--- src/dpstat_pkg.sv ---
`default_nettype none
package dpstat_pkg;
    // =========================================================
    // register map
    localparam logic [7:0] DPSTAT_OPERATING_OFFSET = 8'h09;
    localparam logic [7:0] DPSTAT_PRIORITY_OFFSET  = 8'h0a;
    localparam logic [7:0] DPSTAT_OPERATING_RESET  = 8'h41;
    localparam logic [7:0] DPSTAT_PRIORITY_RESET   = 8'h00;

    // =========================================================
    // operating status field positions
    localparam int DPSTAT_AUX_LOCK_BIT   = 6;
    localparam int DPSTAT_MAIN_ALARM_BIT = 5;
    localparam int DPSTAT_AUX_ALARM_BIT  = 4;
    localparam int DPSTAT_MODE_LSB       = 0;
    localparam int DPSTAT_MODE_W         = 3;

    // priority status field positions
    localparam int DPSTAT_HIGHEST_LSB  = 4;
    localparam int DPSTAT_SELECTED_LSB = 0;
    localparam int DPSTAT_CHAN_W       = 4;

    // =========================================================
    // state machine operating mode codes
    localparam logic [2:0] DPSTAT_MODE_FREE_RUN    = 3'h1;
    localparam logic [2:0] DPSTAT_MODE_HOLDOVER    = 3'h2;
    localparam logic [2:0] DPSTAT_MODE_LOCKED      = 3'h4;
    localparam logic [2:0] DPSTAT_MODE_PRE_LOCKED2 = 3'h5;
    localparam logic [2:0] DPSTAT_MODE_PRE_LOCKED  = 3'h6;
    localparam logic [2:0] DPSTAT_MODE_PHASE_LOST  = 3'h7;
    localparam logic [2:0] DPSTAT_MODE_RESET       = 3'h1;

    // reference channel codes
    localparam logic [3:0] DPSTAT_CHAN_NONE = 4'h0;
    localparam logic [3:0] DPSTAT_CHAN_REF1 = 4'h3;
    localparam logic [3:0] DPSTAT_CHAN_REF2 = 4'h4;
    localparam logic [3:0] DPSTAT_CHAN_REF3 = 4'h8;
    localparam logic [3:0] DPSTAT_CHAN_REF4 = 4'h9;

    // =========================================================
    // carriers
    typedef struct packed {
        logic [2:0] main_dpll_state_code;
        logic       main_dpll_soft_alarm;
        logic       aux_dpll_soft_alarm;
        logic       aux_dpll_locked;
        logic [3:0] highest;
        logic [3:0] selected;
    } dpstat_snap_t;

    typedef struct packed {
        dpstat_snap_t snap;
        logic         main_limited;
        logic         aux_limited;
        logic [7:0]   rdata;
        logic         rd_valid;
    } dpstat_state_t;
endpackage
`default_nettype wire

--- src/dpstat_regs.sv ---
`timescale 1ns/10ps
`default_nettype none

// Overview of operation
// bit 5 of the operating status reads 1 while the main loop tracks beyond its soft limit.
// bit 4 of the operating status reads 1 while the auxiliary loop tracks beyond its soft limit.
// each loop has a hard limit where it stops following and a soft limit that raises the alarm.
// bits 2..0 carry the main loop mode code, 001 free run to 111 phase lost, 000 and 011 unused.
// priority status bits 7..4 give the highest priority validated input in channel code.
// priority status bits 3..0 give the selected input in the same code, 0000 meaning none.
// the priority fields describe the main path when the path select is 0, auxiliary when 1.
// on the main path the selected input may differ from the highest validated one.
// on the auxiliary path the selected input always equals the highest validated one.
// both status registers are read only and writes change no field.
// bit 6 reads 1 after reset and while the auxiliary loop is phase locked, and 0 otherwise.
// a read returns live values sampled together so no field is seen half updated.
module dpstat_regs #(
    parameter int FREQ_W = 16                        // width of frequency offsets
) (
    input  wire logic              SYS_CLK,          // system clock, 25 MHz
    input  wire logic              RESET,            // async reset, active high
    input  wire logic [7:0]        REG_ADDR,         // register address
    input  wire logic              REG_RD,           // read strobe, one cycle
    input  wire logic              REG_WR,           // write strobe, ignored
    input  wire logic [7:0]        REG_WDATA,        // write data, ignored
    output logic      [7:0]        REG_RDATA,        // read data
    output logic                   REG_RD_VALID,     // read data valid pulse
    input  wire logic [2:0]        MAIN_STATE_CODE,  // main loop mode code
    input  wire logic              AUX_LOCKED,       // auxiliary loop phase locked
    input  wire logic [FREQ_W-1:0] MAIN_FREQ_DEV,    // main loop offset magnitude
    input  wire logic [FREQ_W-1:0] AUX_FREQ_DEV,     // auxiliary loop offset magnitude
    input  wire logic [FREQ_W-1:0] MAIN_SOFT_LIMIT,  // main soft alarm limit
    input  wire logic [FREQ_W-1:0] AUX_SOFT_LIMIT,   // auxiliary soft alarm limit
    input  wire logic [FREQ_W-1:0] MAIN_HARD_LIMIT,  // main tracking limit
    input  wire logic [FREQ_W-1:0] AUX_HARD_LIMIT,   // auxiliary tracking limit
    input  wire logic [3:0]        MAIN_HIGHEST,     // main path highest valid input
    input  wire logic [3:0]        MAIN_SELECTED,    // main path selected input
    input  wire logic [3:0]        AUX_HIGHEST,      // auxiliary path highest valid input
    input  wire logic              STATUS_PATH_SELECT, // 0 main path, 1 auxiliary path
    output logic                   MAIN_LIMITED,     // main loop stopped following
    output logic                   AUX_LIMITED       // auxiliary loop stopped following
);

    // =========================================================
    // decoding helpers

    // legal channel codes pass, anything else reads as none
    function automatic logic [3:0] chan_clean(input logic [3:0] code);
        logic [3:0] res;
        res = dpstat_pkg::DPSTAT_CHAN_NONE;
        unique case (code)
            dpstat_pkg::DPSTAT_CHAN_REF1,
            dpstat_pkg::DPSTAT_CHAN_REF2,
            dpstat_pkg::DPSTAT_CHAN_REF3,
            dpstat_pkg::DPSTAT_CHAN_REF4: res = code;
            default:                      res = dpstat_pkg::DPSTAT_CHAN_NONE;
        endcase
        return res;
    endfunction

    // true for a mode code that names a real state
    function automatic logic mode_legal(input logic [2:0] code);
        logic ok;
        ok = 1'b0;
        unique case (code)
            dpstat_pkg::DPSTAT_MODE_FREE_RUN,
            dpstat_pkg::DPSTAT_MODE_HOLDOVER,
            dpstat_pkg::DPSTAT_MODE_LOCKED,
            dpstat_pkg::DPSTAT_MODE_PRE_LOCKED2,
            dpstat_pkg::DPSTAT_MODE_PRE_LOCKED,
            dpstat_pkg::DPSTAT_MODE_PHASE_LOST: ok = 1'b1;
            default:                            ok = 1'b0;
        endcase
        return ok;
    endfunction

    // assemble the operating status byte
    function automatic logic [7:0] pack_operating(input dpstat_pkg::dpstat_snap_t s);
        logic [7:0] b;
        b = 8'h00;
        b[dpstat_pkg::DPSTAT_AUX_LOCK_BIT]   = s.aux_dpll_locked;
        b[dpstat_pkg::DPSTAT_MAIN_ALARM_BIT] = s.main_dpll_soft_alarm;
        b[dpstat_pkg::DPSTAT_AUX_ALARM_BIT]  = s.aux_dpll_soft_alarm;
        b[dpstat_pkg::DPSTAT_MODE_LSB +: dpstat_pkg::DPSTAT_MODE_W] =
            s.main_dpll_state_code;
        return b;
    endfunction

    // assemble the priority status byte
    function automatic logic [7:0] pack_priority(input dpstat_pkg::dpstat_snap_t s);
        logic [7:0] b;
        b = 8'h00;
        b[dpstat_pkg::DPSTAT_HIGHEST_LSB +: dpstat_pkg::DPSTAT_CHAN_W]  = s.highest;
        b[dpstat_pkg::DPSTAT_SELECTED_LSB +: dpstat_pkg::DPSTAT_CHAN_W] = s.selected;
        return b;
    endfunction

    // =========================================================
    // state

    dpstat_pkg::dpstat_state_t state_reg;
    dpstat_pkg::dpstat_state_t state_next;

    // =========================================================
    // next state

    always_comb begin
        state_next          = state_reg;
        state_next.rd_valid = 1'b0;

        // live snapshot taken every cycle as one word
        state_next.snap.main_dpll_soft_alarm = (MAIN_FREQ_DEV > MAIN_SOFT_LIMIT);
        state_next.snap.aux_dpll_soft_alarm  = (AUX_FREQ_DEV > AUX_SOFT_LIMIT);
        state_next.main_limited              = (MAIN_FREQ_DEV > MAIN_HARD_LIMIT);
        state_next.aux_limited               = (AUX_FREQ_DEV > AUX_HARD_LIMIT);
        state_next.snap.aux_dpll_locked      = AUX_LOCKED;

        // unused mode codes keep the last legal one
        if (mode_legal(MAIN_STATE_CODE)) begin
            state_next.snap.main_dpll_state_code = MAIN_STATE_CODE;
        end

        // path select steers the priority fields
        if (STATUS_PATH_SELECT) begin
            state_next.snap.highest  = chan_clean(AUX_HIGHEST);
            state_next.snap.selected = chan_clean(AUX_HIGHEST);
        end else begin
            state_next.snap.highest  = chan_clean(MAIN_HIGHEST);
            state_next.snap.selected = chan_clean(MAIN_SELECTED);
        end

        // reads return the coherent snapshot, writes are dropped
        if (REG_RD) begin
            state_next.rd_valid = 1'b1;
            unique case (REG_ADDR)
                dpstat_pkg::DPSTAT_OPERATING_OFFSET:
                    state_next.rdata = pack_operating(state_reg.snap);
                dpstat_pkg::DPSTAT_PRIORITY_OFFSET:
                    state_next.rdata = pack_priority(state_reg.snap);
                default:
                    state_next.rdata = 8'h00;
            endcase
        end
        // REG_WR and REG_WDATA feed nothing
    end

    // =========================================================
    // registers

    always_ff @(posedge SYS_CLK or posedge RESET) begin
        if (RESET) begin
            state_reg                           <= '0;
            state_reg.snap.main_dpll_state_code <= dpstat_pkg::DPSTAT_MODE_RESET;
            state_reg.snap.aux_dpll_locked      <= 1'b1;
        end else begin
            state_reg <= state_next;
        end
    end

    // =========================================================
    // outputs straight from flip-flops

    assign REG_RDATA    = state_reg.rdata;
    assign REG_RD_VALID = state_reg.rd_valid;
    assign MAIN_LIMITED = state_reg.main_limited;
    assign AUX_LIMITED  = state_reg.aux_limited;

endmodule
`default_nettype wire

--- config.mk ---
export PLATFORM = sky130hd
export DESIGN_NAME = dpstat_regs
export DESIGN_NICKNAME = d
export VERILOG_FILES = /design/src/dpstat_pkg.sv /design/src/dpstat_regs.sv
export SDC_FILE = /design/constraint.sdc
export NUM_CORES = 1
export LEC_CHECK = 0
export BUFFER_PORTS_ARGS = -buffer_cell sky130_fd_sc_hd__clkbuf_2
export CORE_ASPECT_RATIO = 0.5
export CORE_UTILIZATION = 47
export CTS_BUF_LIST = sky130_fd_sc_hd__clkbuf_4 sky130_fd_sc_hd__clkbuf_8
export CTS_CLUSTER_DIAMETER = 50
export DETAILED_ROUTE_END_ITERATION = 12
export PLACE_DENSITY = 0.81
export SYNTH_ARGS = -nofsm -noshare
export SYNTH_HDL_FRONTEND = slang
export SYNTH_SLANG_ARGS = --single-unit
--- constraint.sdc ---
create_clock -name SYS_CLK -period 1 [get_ports SYS_CLK]
set_input_delay 0.2 -clock SYS_CLK [delete_from_list [all_inputs] [get_ports SYS_CLK]]
set_output_delay 0.2 -clock SYS_CLK [all_outputs]
set_load 0.005 [all_outputs]
Yosys cells after proc, flatten, opt, wreduce, memory -nomap -nowiden
Cells that the tools add are included.
{"block": "totals", "ff_bits": 25, "in_bits": 133}
{"block": "op_classes", "mux": 7, "reduce_logical": 4, "n_eq_ne": 20, "magnitude_cmp": 4}
{"op": "16-bit greater-than comparator", "count": 4}
{"op": "4-bit equality test, second input constant", "count": 6}
{"op": "8-bit by 4-bit equality test with 1-bit output, second input constant", "count": 2}
{"op": "8-bit case mux with 2 select lines", "count": 1}
{"op": "3-bit equality test, second input constant", "count": 4}
{"op": "4-bit by 2-bit equality test with 1-bit output, second input constant", "count": 3}
{"op": "4-bit by 3-bit equality test with 1-bit output, second input constant", "count": 3}
{"op": "4-bit 2-to-1 mux", "count": 3}
{"op": "4-bit OR reduction", "count": 3}
{"op": "8-bit 2-to-1 mux", "count": 1}
{"op": "6-bit OR reduction", "count": 1}
{"op": "3-bit by 1-bit equality test with 1-bit output, second input constant", "count": 1}
{"op": "3-bit by 2-bit equality test with 1-bit output, second input constant", "count": 1}
{"op": "1-bit 2-to-1 mux", "count": 2}

Longest topological paths before layout
Gate-level depths: netlist (run 1).
{"block": "depth", "word_depth": 4, "ltp_mapped": 6}

Least setup slack after synthesis (run 1)
Ideal clock, no wire load.
{"block": "synth_timing", "kind": "input to register", "from": "in REG_ADDR[2]", "to": "reg state_reg (netlist bit REG_RDATA[0])", "setup_slack_ps": -496, "arrival_ps": 1423, "path_stages": 4, "setup_ps": 73, "path_cell_list": "or4b_4 nor4_4 a22oi_1 a21oi_2"}
{"block": "synth_between", "elab_chain_cells": 2}
{"item": "start: declaration", "line": "dpstat_regs.sv:22", "rtl": "input wire logic [7:0] REG_ADDR,"}
{"item": "8-bit by 4-bit equality test with 1-bit output", "line": "dpstat_regs.sv:135", "rtl": "unique case (REG_ADDR)"}
{"item": "8-bit case mux with 2 select lines (*)", "line": "dpstat_regs.sv:135"}
{"item": "end signal: assignment", "line": "dpstat_regs.sv:156", "rtl": "state_reg <= state_next;"}
{"item": "end: declaration", "line": "dpstat_regs.sv:101", "rtl": "dpstat_pkg::dpstat_state_t state_reg;"}
Every way passes the cells marked *; elsewhere a longest branch is shown, timed or not.
A chain may end at the register's enable or synchronous reset.

==> flow_summary_export.csv, run 1 <==
group,metric,value,unit
run_status,status,"complete, but fails checks",
run_status,violations,"setup timing",
power,p_int,2.20,mW
clocking,clk_pin_slew_worst_paths,0.08,ns
power,pwr-share-comb,48.6,%
timing,max_slew_margin,71.3,%
cells_and_area,area_growth,68.6,%
global_route,grt_pass1_wl,13800,µm
synthesis,avgSynthCellArea,8.34,µm²
critical_path,crit_slowest_cell,"nor4_4",
timing,worst_pin_slew,0.430,ns
critical_path,reg2reg_depth,2,
cells_and_area,multi_input_area,2420,µm²
cells_and_area,fin_util,83.0,%
critical_path,crit_family,"simple AND/OR/NAND/NOR gates",
cells_and_area,antennaDiodeCount,0,
synthesis,yosysUniqueCellTypes,32,
global_route,track_usage,28.7,%
power,switching_share,33.3,%
synthesis,yosys_register_bits,25,
synthesis,ys_warn_count,0,
place,dpl.cell_count,545,
cells_and_area,final_area,4600,µm²
power,switchingPower,1.10,mW
critical_path,rrSetupSlack,0.18,ns
clocking,clkLatencyLatePin,0.26,ns
place,dpl.hpwl,6890,µm
power,p_seq_share,33.9,%
power,power.density,718,nW/µm²
global_route,globalRoute.totalOverflow,0,
detailed_routing,ant_nets,0,
place,placed_area,4160,µm²
floorplanning,die_x,110,µm
detailed_routing,drc,0,
floorplanning,ios,144,
power,total_power,3.30,mW
job,cap_violations,0,
place,gp_congestion,0.874,
clocking,cts_num_sinks,25,
timing,report.final.slew_viol_count,0,
critical_path,path_cells,"clkbuf_8 -> ha_4 -> nand4_1 -> nor4_4 -> a21boi_2 -> o31a_1",
cells_and_area,largest_reg_flops,14,
min_path,hold_end,"state_reg[18]$_DFF_PP0_",
detailed_routing,drt_iter0_drc,143,
timing,hold_violations,0,
detailed_routing,first_pass_iters,4,
timing,setup_viol,12,
timing,min_period_over_period,137,%
power,vdd_ir_drop_max,1.05,mV
critical_path,r2r-end,"state_reg[23]$_DFFE_PP0P_",
detailed_routing,wirelength,8880,µm
place,portBuffers,134,
timing,fmax,730,MHz
critical_path,startpoint_type,"input port",
critical_path,crit_buf_inv,1,
floorplanning,coreArea,5540,µm²
cells_and_area,regArea,628,µm²
floorplanning,fp.dieArea,6130,µm²
synthesis,syn-instance-count,327,
detailed_routing,viasPerCell,5.38,
power,leakagePower,2.25,nW
detailed_routing,wl_per_cell,16.0,µm
global_route,grt_pass1_vias,3178,
cells_and_area,layoutNonFillerInstCount,554,
clocking,cts_tree,"built",
power,pwr-share-clk,17.5,%
cells_and_area,final_layout_size_suffix_gt1_share,57.8,%
timing,final.setup_skew,0.00259,ns
clocking,cts_root_buf,"clkbuf_8",
synthesis,yosysSeqAreaShare,23.0,%
min_path,hold_path.startpoint,"MAIN_HIGHEST[2]",
timing,whs,0.168,ns
cells_and_area,fillers,319,
critical_path,regToRegStartpoint,"state_reg[23]$_DFFE_PP0P_",
critical_path,cp.required,1.19,ns
synthesis,synth_area,2730,µm²
clocking,cts_buffer_depth,2,
global_route,grt_max_degree,26,
detailed_routing,vias,2983,
min_path,hold_depth,2,
floorplanning,row_count,19,
critical_path,max_stage_delay,0.36,ns
critical_path,cp-end-kind,"flop",
cells_and_area,layout.nets,679,
synthesis,synth_nets,524,
floorplanning,die_h,55.9,µm
floorplanning,start_util,49.2,%
clocking,cts_made_buffers,3,
global_route,antenna_found_initial,0,
clocking,h-tree-depth,1,
critical_path,arrival,1.56,ns
min_path,hold_class,"in -> reg",
timing,period_needed,1.37,ns
critical_path,crit_type,"in -> reg",
critical_path,critPathMaxFanout,2,
timing,setup_slack,-0.369,ns
timing,rsz0062_at_grt,"yes",
metrics by stage:
stage               TNS [ns]  setup WS [ns]
floorplan              -4.89         -0.496
global placement       -6.77         -0.583
detailed placement     -7.38         -0.651
CTS                    -2.52         -0.308
global route           -3.36         -0.399
finish                 -2.86         -0.369
placed cells by master (no fill, tap or decap), types with 2 or more instances in the layout:
master and instances:
o21ai_0 8, clkbuf_8 12, a221o_1 4, buf_8 3, ha_1 24, inv_1 30, nor4_4 5, nand2_1 21
ha_4 40, o31a_1 4, a21bo_2 2, o21ai_1 5, clkbuf_16 2, a21o_1 5, inv_4 6, a21oi_1 18
xnor2_1 3, a21oi_2 14, nor3_1 2, clkbuf_2 109, and2_1 4, dlygate4sd3_1 2, nor2_1 12, buf_4 23
inv_12 4, o22ai_1 2, nand3_1 9, nand4_1 12, dfstp_2 2, a21boi_2 4, nor2b_1 5, nand3_2 2
buf_6 10, a22oi_2 6, nand2b_1 4, dfrtp_1 23, inv_2 28, nand3b_1 2
worst register-to-register path, delay by kind of cell (launching register included):
kind	cells	cell delay, ns
AOI/OAI and AO/OA	2	0.29
DFF	1	0.41
synth_stat cells (all sizes together):
master | number | share of area [%]
a21o | 5 | 1.4
o41ai | 1 | 0.32
a21bo | 2 | 0.73
a22oi | 6 | 1.7
a221o | 4 | 1.5
o2bb2ai | 1 | 0.32
nand3b | 2 | 0.55
nand4 | 12 | 2.8
nand2 | 21 | 2.9
o21ai | 14 | 2.6
dfstp | 2 | 1.9
buf | 8 | 2.2
nor2b | 5 | 1.1
a21boi | 4 | 1.1
xnor2 | 3 | 0.96
nand3 | 11 | 2.0
inv | 68 | 9.4
nor2 | 12 | 1.7
a2bb2o | 1 | 0.37
clkbuf | 2 | 0.28
nand2b | 4 | 0.92
nor3 | 2 | 0.37
a21oi | 32 | 6.7
ha | 64 | 29
nor4 | 7 | 2.7
o31a | 4 | 1.3
o22ai | 2 | 0.46
or4b | 1 | 0.50
and2 | 4 | 0.92
dfrtp | 23 | 21
kinds of logic (layout without fill, tap and decap cells):
family / count (synthesis) / count (layout) / synth area share (%)
buffers and inverters: 78 / 232 / 11.8
and+or+nand+nor: 81 / 81 / 16.4
xor gates and xnor gates: 3 / 3 / 0.964
DFF: 25 / 25 / 23.0
AOI/OAI and AO/OA: 76 / 76 / 18.4
adders and majority gates: 64 / 64 / 29.4
cell type report:
class / count / area share, %
Clock buffer: 3 / 0.898
Clock inverter: 1 / 0.109
Inverter: 68 / 6.97
Multi-Input combinational cell: 224 / 52.6
Sequential cell: 25 / 13.7
Tap cell: 73 / 1.99
Timing Repair Buffer: 160 / 23.8
layer usage:
metal | routed length [µm] | part of all wire [%] | track usage [%] | vias to the layer above
li1 | - | - | - | 1437
met1 | 3480 | 39 | 33.1 | 1407
met2 | 4720 | 53 | 54.4 | 109
met3 | 395 | 4.4 | 4.22 | 30
met4 | 291 | 3.3 | 9.14 | 0
met5 | 0 | 0 | 0 | -
what timing repair did:
item | CTS | global route
endpoints found under the setup margin | 12 | 18
hold buffers | 1 | 1
resized for setup | 49 | 31
pin swaps | 44 | 15
setup buffers | 2 | 1
gates cloned | 0 | 0
endpoints found under the hold margin | 23 | 1
how the worst max path moves through the flow:
stage	startpoint	end	slack [ns]	depth (start not counted)
2_1_floorplan	REG_ADDR[2]	REG_RDATA[0]$_DFFE_PP0P_	-0.50	4
3_3_place_gp	MAIN_SOFT_LIMIT[5]	state_reg[21]$_DFF_PP0_	-0.58	7
3_5_place_dp	MAIN_FREQ_DEV[9]	state_reg[21]$_DFF_PP0_	-0.65	6
4_1_cts	MAIN_FREQ_DEV[11]	state_reg[21]$_DFF_PP0_	-0.31	6
5_1_grt	MAIN_HARD_LIMIT[14]	MAIN_LIMITED$_DFF_PP0_	-0.40	7
6_report	MAIN_FREQ_DEV[11]	state_reg[21]$_DFF_PP0_	-0.37	6
power groups by stage:
stage          registers (mW)  logic, mW  clock network (mW)
5_1_grt                  1.13       1.76               0.639
3_3_place_gp             1.13       1.31                   0
3_5_place_dp             1.13       1.40                   0
2_1_floorplan            1.12      0.745                   0
6_report                 1.12       1.60               0.579
4_1_cts                  1.12       1.50               0.591
No activity file was read; power rests on OpenSTA's default activity.
==> inputs of run 2 (changes only) <==
Settings changed: ABC_CLOCK_PERIOD_IN_PS set to 1000, BUFFER_PORTS_ARGS -buffer_cell sky130_fd_sc_hd__clkbuf_2 to not set, CORE_UTILIZATION 47 to 60, DONT_BUFFER_PORTS set to 1, PLACE_DENSITY 0.81 to 0.74, TNS_END_PERCENT set to 30.
==> run 2 against run 1 <==
The flow still finishes with violations (setup timing). Wire length up 29%. Clock power increased by 8.1%. Core utilization up 4.8 points. Via count increased by 0.57%.
==> flow_summary_export.csv, run 2 (synthesis results as in run 1) <==
group,metric,value,unit
place,gp_congestion,0.887,
critical_path,critPathMaxFanout,2,
critical_path,arrival,1.92,ns
timing,worst_pin_slew,0.574,ns
clocking,cts_buffer_depth,2,
timing,setup_viol,12,
timing,report.final.slew_viol_count,0,
power,leakagePower,1.64,nW
cells_and_area,final_layout_size_suffix_gt1_share,34.4,%
cells_and_area,fin_util,87.8,%
cells_and_area,final_common_cell,"inv_1",
min_path,hold_depth,1,
timing,min_period_over_period,174,%
timing,hold_violations,0,
floorplanning,ios,144,
global_route,track_usage,32.8,%
timing,max_slew_margin,61.8,%
critical_path,crit_type,"in -> reg",
detailed_routing,viasPerCell,7.37,
critical_path,path_cells,"inv_1 -> ha_1 -> a21oi_1 -> o21ai_1 -> a221o_1 -> o31a_1",
floorplanning,fp.dieArea,4830,µm²
min_path,hold_class,"in -> reg",
floorplanning,die_x,97.3,µm
detailed_routing,wl_per_cell,28.1,µm
timing,setup_slack,-0.741,ns
clocking,h-tree-depth,1,
floorplanning,coreArea,4120,µm²
clocking,cts_num_sinks,25,
cells_and_area,largest_reg_flops,14,
detailed_routing,drt_iter0_drc,352,
global_route,globalRoute.totalOverflow,0,
clocking,cts_tree,"built",
place,dpl.cell_count,395,
cells_and_area,layoutNonFillerInstCount,407,
run_status,status,"complete, but fails checks",
timing,period_needed,1.74,ns
clocking,clkLatencyLatePin,0.28,ns
detailed_routing,first_pass_iters,7,
power,vdd_ir_drop_max,0.502,mV
place,dpl.hpwl,5360,µm
cells_and_area,layout.nets,550,
critical_path,cp-end-kind,"flop",
floorplanning,die_h,49.7,µm
critical_path,crit_slowest_cell,"a21oi_1",
detailed_routing,ant_nets,0,
clocking,cts_root_buf,"clkbuf_8",
job,cap_violations,0,
detailed_routing,drc,0,
global_route,grt_pass1_wl,12500,µm
global_route,grt_max_degree,26,
floorplanning,row_count,16,
run_status,violations,"setup timing",
timing,final.setup_skew,0.0143,ns
cells_and_area,final_cell_mix,"inv_1 (44), ha_4 (34), ha_1 (30)",
critical_path,startpoint_type,"input port",
place,portBuffers,0,
global_route,antenna_found_initial,1,
detailed_routing,wirelength,11400,µm
critical_path,cp.required,1.17,ns
timing,rsz0062_at_grt,"yes",
power,total_power,3.08,mW
detailed_routing,vias,3000,
place,placed_area,2910,µm²
cells_and_area,area_growth,32.8,%
power,power.density,850,nW/µm²
global_route,grt_pass1_vias,2725,
clocking,clk_pin_slew_worst_paths,0.10,ns
place,dp_slack,-0.594,ns
timing,setup_tns,-3.12,ns
clocking,cts_made_buffers,3,
cells_and_area,final_area,3620,µm²
timing,fmax,574,MHz
floorplanning,start_util,66.1,%
timing,whs,0.00862,ns
critical_path,max_stage_delay,0.49,ns
critical_path,reg2reg_depth,2,
==> run 2: cell types whose count changed in the layout (fill, tap and decap cells not counted), moves of 3 or more <==
cell	previous run	this run
a22oi_1	0	6
a22oi_2	6	0
buf_4	23	28
buf_6	10	0
buf_8	3	0
clkbuf_2	109	0
clkbuf_8	12	3
ha_1	24	30
ha_4	40	34
inv_1	30	44
inv_2	28	11
inv_6	0	4
inv_8	0	3
==> run 2: path summary, 6_finish.rpt <==
kind	slack [ns]	start	endpoint
hold / removal	0.009	REG_RD	REG_RDATA[3]$_DFFE_PP0P_
max in group asynchronous	0.26	RESET	state_reg[19]$_DFF_PP1_
setup reg to reg	0.16	state_reg[22]$_DFFE_PP1P_	REG_RDATA[0]$_DFFE_PP0P_
hold reg to reg	0.48	state_reg[24]$_DFFE_PP0P_	state_reg[24]$_DFFE_PP0P_
setup / recovery	-0.74	AUX_SOFT_LIMIT[7]	state_reg[20]$_DFF_PP0_
min in group asynchronous	0.43	RESET	state_reg[15]$_DFF_PP0_
==> run 2: layout make-up <==
type / count / area, µm²
diodes: 1 / 2.50
clock buffers: 3 / 41.3
clock inverters: 1 / 7.51
fillers: 182 / 503
inverters: 68 / 333
multi-input cells: 224 / 2300
flip-flops and latches: 25 / 628
well taps: 54 / 67.6
repair buffers: 31 / 240
==> run 2: where the power goes <==
| group | internal [mW] | leakage [nW] | total, mW | switching, mW |
|---|---|---|---|---|
| clock network | 0.283 | 0.0217 | 0.626 | 0.343 |
| registers | 1.08 | 0.315 | 1.13 | 0.0435 |
| logic | 0.645 | 1.31 | 1.32 | 0.679 |
| total | 2.01 | 1.64 | 3.08 | 1.07 |
==> run 2: worst max-delay path: cells and delay by family <==
family	cells	cell delay (ns)
AOI/OAI and AO/OA	4	1.36
adders and majority gates	1	0.33
buffers and inverters	1	0.03
==> run 2: metal layers <==
layer | vias up | wire length, µm | global-route usage (%)
met5 | - | 0 | 0
met4 | 0 | 1230 | 17.4
met3 | 168 | 1820 | 10.1
met2 | 345 | 4740 | 61.3
met1 | 1310 | 3650 | 33.7
li1 | 1177 | - | -
==> run 2: repair_timing <==
item,4_1_cts,5_1_grt
hold buffers,3,0
endpoints found under the setup margin,12,12
pin swaps,33,21
gates resized for setup,69,50
buffers inserted,3,1
hold endpoints to repair,31,0
==> inputs of run 3 (changes only) <==
Settings changed: PLACE_DENSITY 0.74 to not set, PLACE_DENSITY_LB_ADDON set to 0.12.
==> run 3 against run 2 <==
The run still ends with setup timing left. Register-to-register slack gained 0.02 ns. Critical path depth grew 1. Core utilization shrank 2.7 points. Global-route usage shrank 0.17 points. Setup slack gained 0.34 ns. Die area is the same. Design area shrank 3.1%. Combinational power shrank 14%. Hold slack lost 0.0013 ns. Final cell count shrank 0.74%. Critical endpoint is now MAIN_LIMITED$_DFF_PP0_. Largest cell class unchanged.
==> flow_summary_export.csv, run 3 (synthesis results as in run 1) <==
group,metric,value,unit
clocking,h-tree-depth,1,
cells_and_area,final_cell_mix,"inv_1 (55), ha_1 (36), ha_4 (28)",
floorplanning,row_count,16,
cells_and_area,layoutNonFillerInstCount,404,
cells_and_area,antennaDiodeCount,0,
critical_path,crit_type,"in -> reg",
clocking,clkLatencyLatePin,0.27,ns
detailed_routing,wl_per_cell,22.0,µm
detailed_routing,viasPerCell,6.51,
floorplanning,coreArea,4120,µm²
detailed_routing,vias,2630,
detailed_routing,ant_nets,0,
global_route,antenna_found_initial,0,
power,p_seq_share,39.1,%
clocking,cts_root_buf,"clkbuf_8",
timing,hold_violations,0,
critical_path,cp-end-kind,"flop",
job,cap_violations,0,
cells_and_area,largest_reg_flops,14,
global_route,globalRoute.totalOverflow,0,
power,total_power,2.87,mW
timing,report.final.slew_viol_count,0,
timing,worst_pin_slew,0.368,ns
cells_and_area,multi_input_area,2220,µm²
power,power.density,819,nW/µm²
detailed_routing,drc,0,
clocking,cts_tree,"built",
cells_and_area,final_layout_size_suffix_gt1_share,30.0,%
global_route,grt_pass1_wl,12400,µm
cells_and_area,area_growth,28.7,%
timing,setup_viol,12,
run_status,status,"complete, but fails checks",
global_route,track_usage,32.6,%
critical_path,cp.required,1.20,ns
power,vdd_ir_drop_max,0.570,mV
cells_and_area,regArea,628,µm²
place,dpl.cell_count,393,
place,portBuffers,0,
floorplanning,start_util,66.1,%
timing,setup_slack,-0.404,ns
detailed_routing,wirelength,8900,µm
timing,whs,0.00730,ns
critical_path,startpoint_type,"input port",
power,pwr-share-clk,21.2,%
detailed_routing,first_pass_iters,7,
floorplanning,ios,144,
timing,rsz0062_at_grt,"yes",
clocking,cts_buffer_depth,2,
place,dp_slack,-0.689,ns
cells_and_area,layout.nets,548,
timing,fmax,712,MHz
timing,period_needed,1.40,ns
timing,final.setup_skew,0.00126,ns
timing,max_slew_margin,75.4,%
detailed_routing,drt_iter0_drc,155,
floorplanning,die_h,49.7,µm
floorplanning,die_x,97.3,µm
power,pwr-share-comb,39.7,%
power,switching_share,32.5,%
place,dpl.hpwl,5480,µm
cells_and_area,final_common_cell,"inv_1",
clocking,clk_pin_slew_worst_paths,0.09,ns
run_status,violations,"setup timing",
cells_and_area,fillers,199,
critical_path,arrival,1.61,ns
critical_path,critPathMaxFanout,2,
clocking,cts_num_sinks,25,
power,leakagePower,1.64,nW
power,switchingPower,0.935,mW
global_route,grt_max_degree,22,
clocking,cts_made_buffers,3,
timing,min_period_over_period,140,%
power,p_int,1.94,mW
floorplanning,fp.dieArea,4830,µm²
min_path,hold_class,"in -> reg",
place,gp_congestion,0.855,
global_route,grt_pass1_vias,2735,
[run 3: final cells by class]
cell class / instances / share of cell area, %
Clock buffer: 3 / 1.18
Clock inverter: 1 / 0.214
Inverter: 68 / 8.63
Multi-Input combinational cell: 224 / 63.3
Sequential cell: 25 / 17.9
Tap cell: 54 / 1.93
Timing Repair Buffer: 29 / 6.88
[run 3: worst max-delay path, cell delays in order]
cell      delay, ns
inv_12         0.01
ha_4           0.25
nand4_1        0.19
nor4_2         0.41
buf_4          0.19
a21boi_2       0.16
o31a_1         0.18
[run 3: final timing paths]
check | startpoint | endpoint | slack (ns) | cells after the start
max | MAIN_HARD_LIMIT[11] | MAIN_LIMITED$_DFF_PP0_ | -0.40 | 7
min | REG_RD | REG_RDATA[7]$_DFFE_PP0P_ | 0.007 | 1
max reg2reg | state_reg[22]$_DFFE_PP1P_ | REG_RDATA[0]$_DFFE_PP0P_ | 0.18 | 2
min reg2reg | state_reg[24]$_DFFE_PP0P_ | state_reg[24]$_DFFE_PP0P_ | 0.48 | 2
max in group asynchronous | RESET | state_reg[19]$_DFF_PP1_ | 0.24 | 3
min in group asynchronous | RESET | state_reg[21]$_DFF_PP0_ | 0.30 | 2
[run 3: metrics by stage]
step / cell area [µm²] / setup TNS, ns / util [%]
4_1_cts: 3380 / -2.13 / 82.1
3_5_place_dp: 2900 / -6.30 / 70.4
2_1_floorplan: 2730 / -5.44 / -
3_3_place_gp: 2900 / -5.91 / 70.4
6_report: 3510 / -2.53 / 85.1
5_1_grt: 3510 / -2.92 / 85.1
[run 3: repair_timing]
action / CTS / global route
hold buffers: 3 / 0
setup endpoints to repair: 12 / 12
resized for setup: 72 / 19
cloned: 0 / 0
endpoints found under the hold margin: 17 / 0
buffers inserted: 4 / 0
pin swaps: 32 / 13
[run 3: power groups by stage]
| stage | combinational, mW | clock, mW | sequential, mW |
|---|---|---|---|
| floorplan | 0.566 | 0 | 1.12 |
| global placement | 0.727 | 0 | 1.14 |
| detailed placement | 0.769 | 0 | 1.14 |
| CTS | 0.942 | 0.620 | 1.12 |
| global route | 1.23 | 0.641 | 1.13 |
| finish | 1.14 | 0.609 | 1.12 |
[run 3: layer usage]
| layer | GRT usage [%] | vias up | share of wire, % |
|---|---|---|---|
| met5 | 0 | - | 0 |
| li1 | - | 1174 | - |
| met2 | 60.4 | 199 | 48 |
| met1 | 34.7 | 1187 | 35 |
| met3 | 9.50 | 70 | 9.8 |
| met4 | 15.9 | 0 | 6.6 |
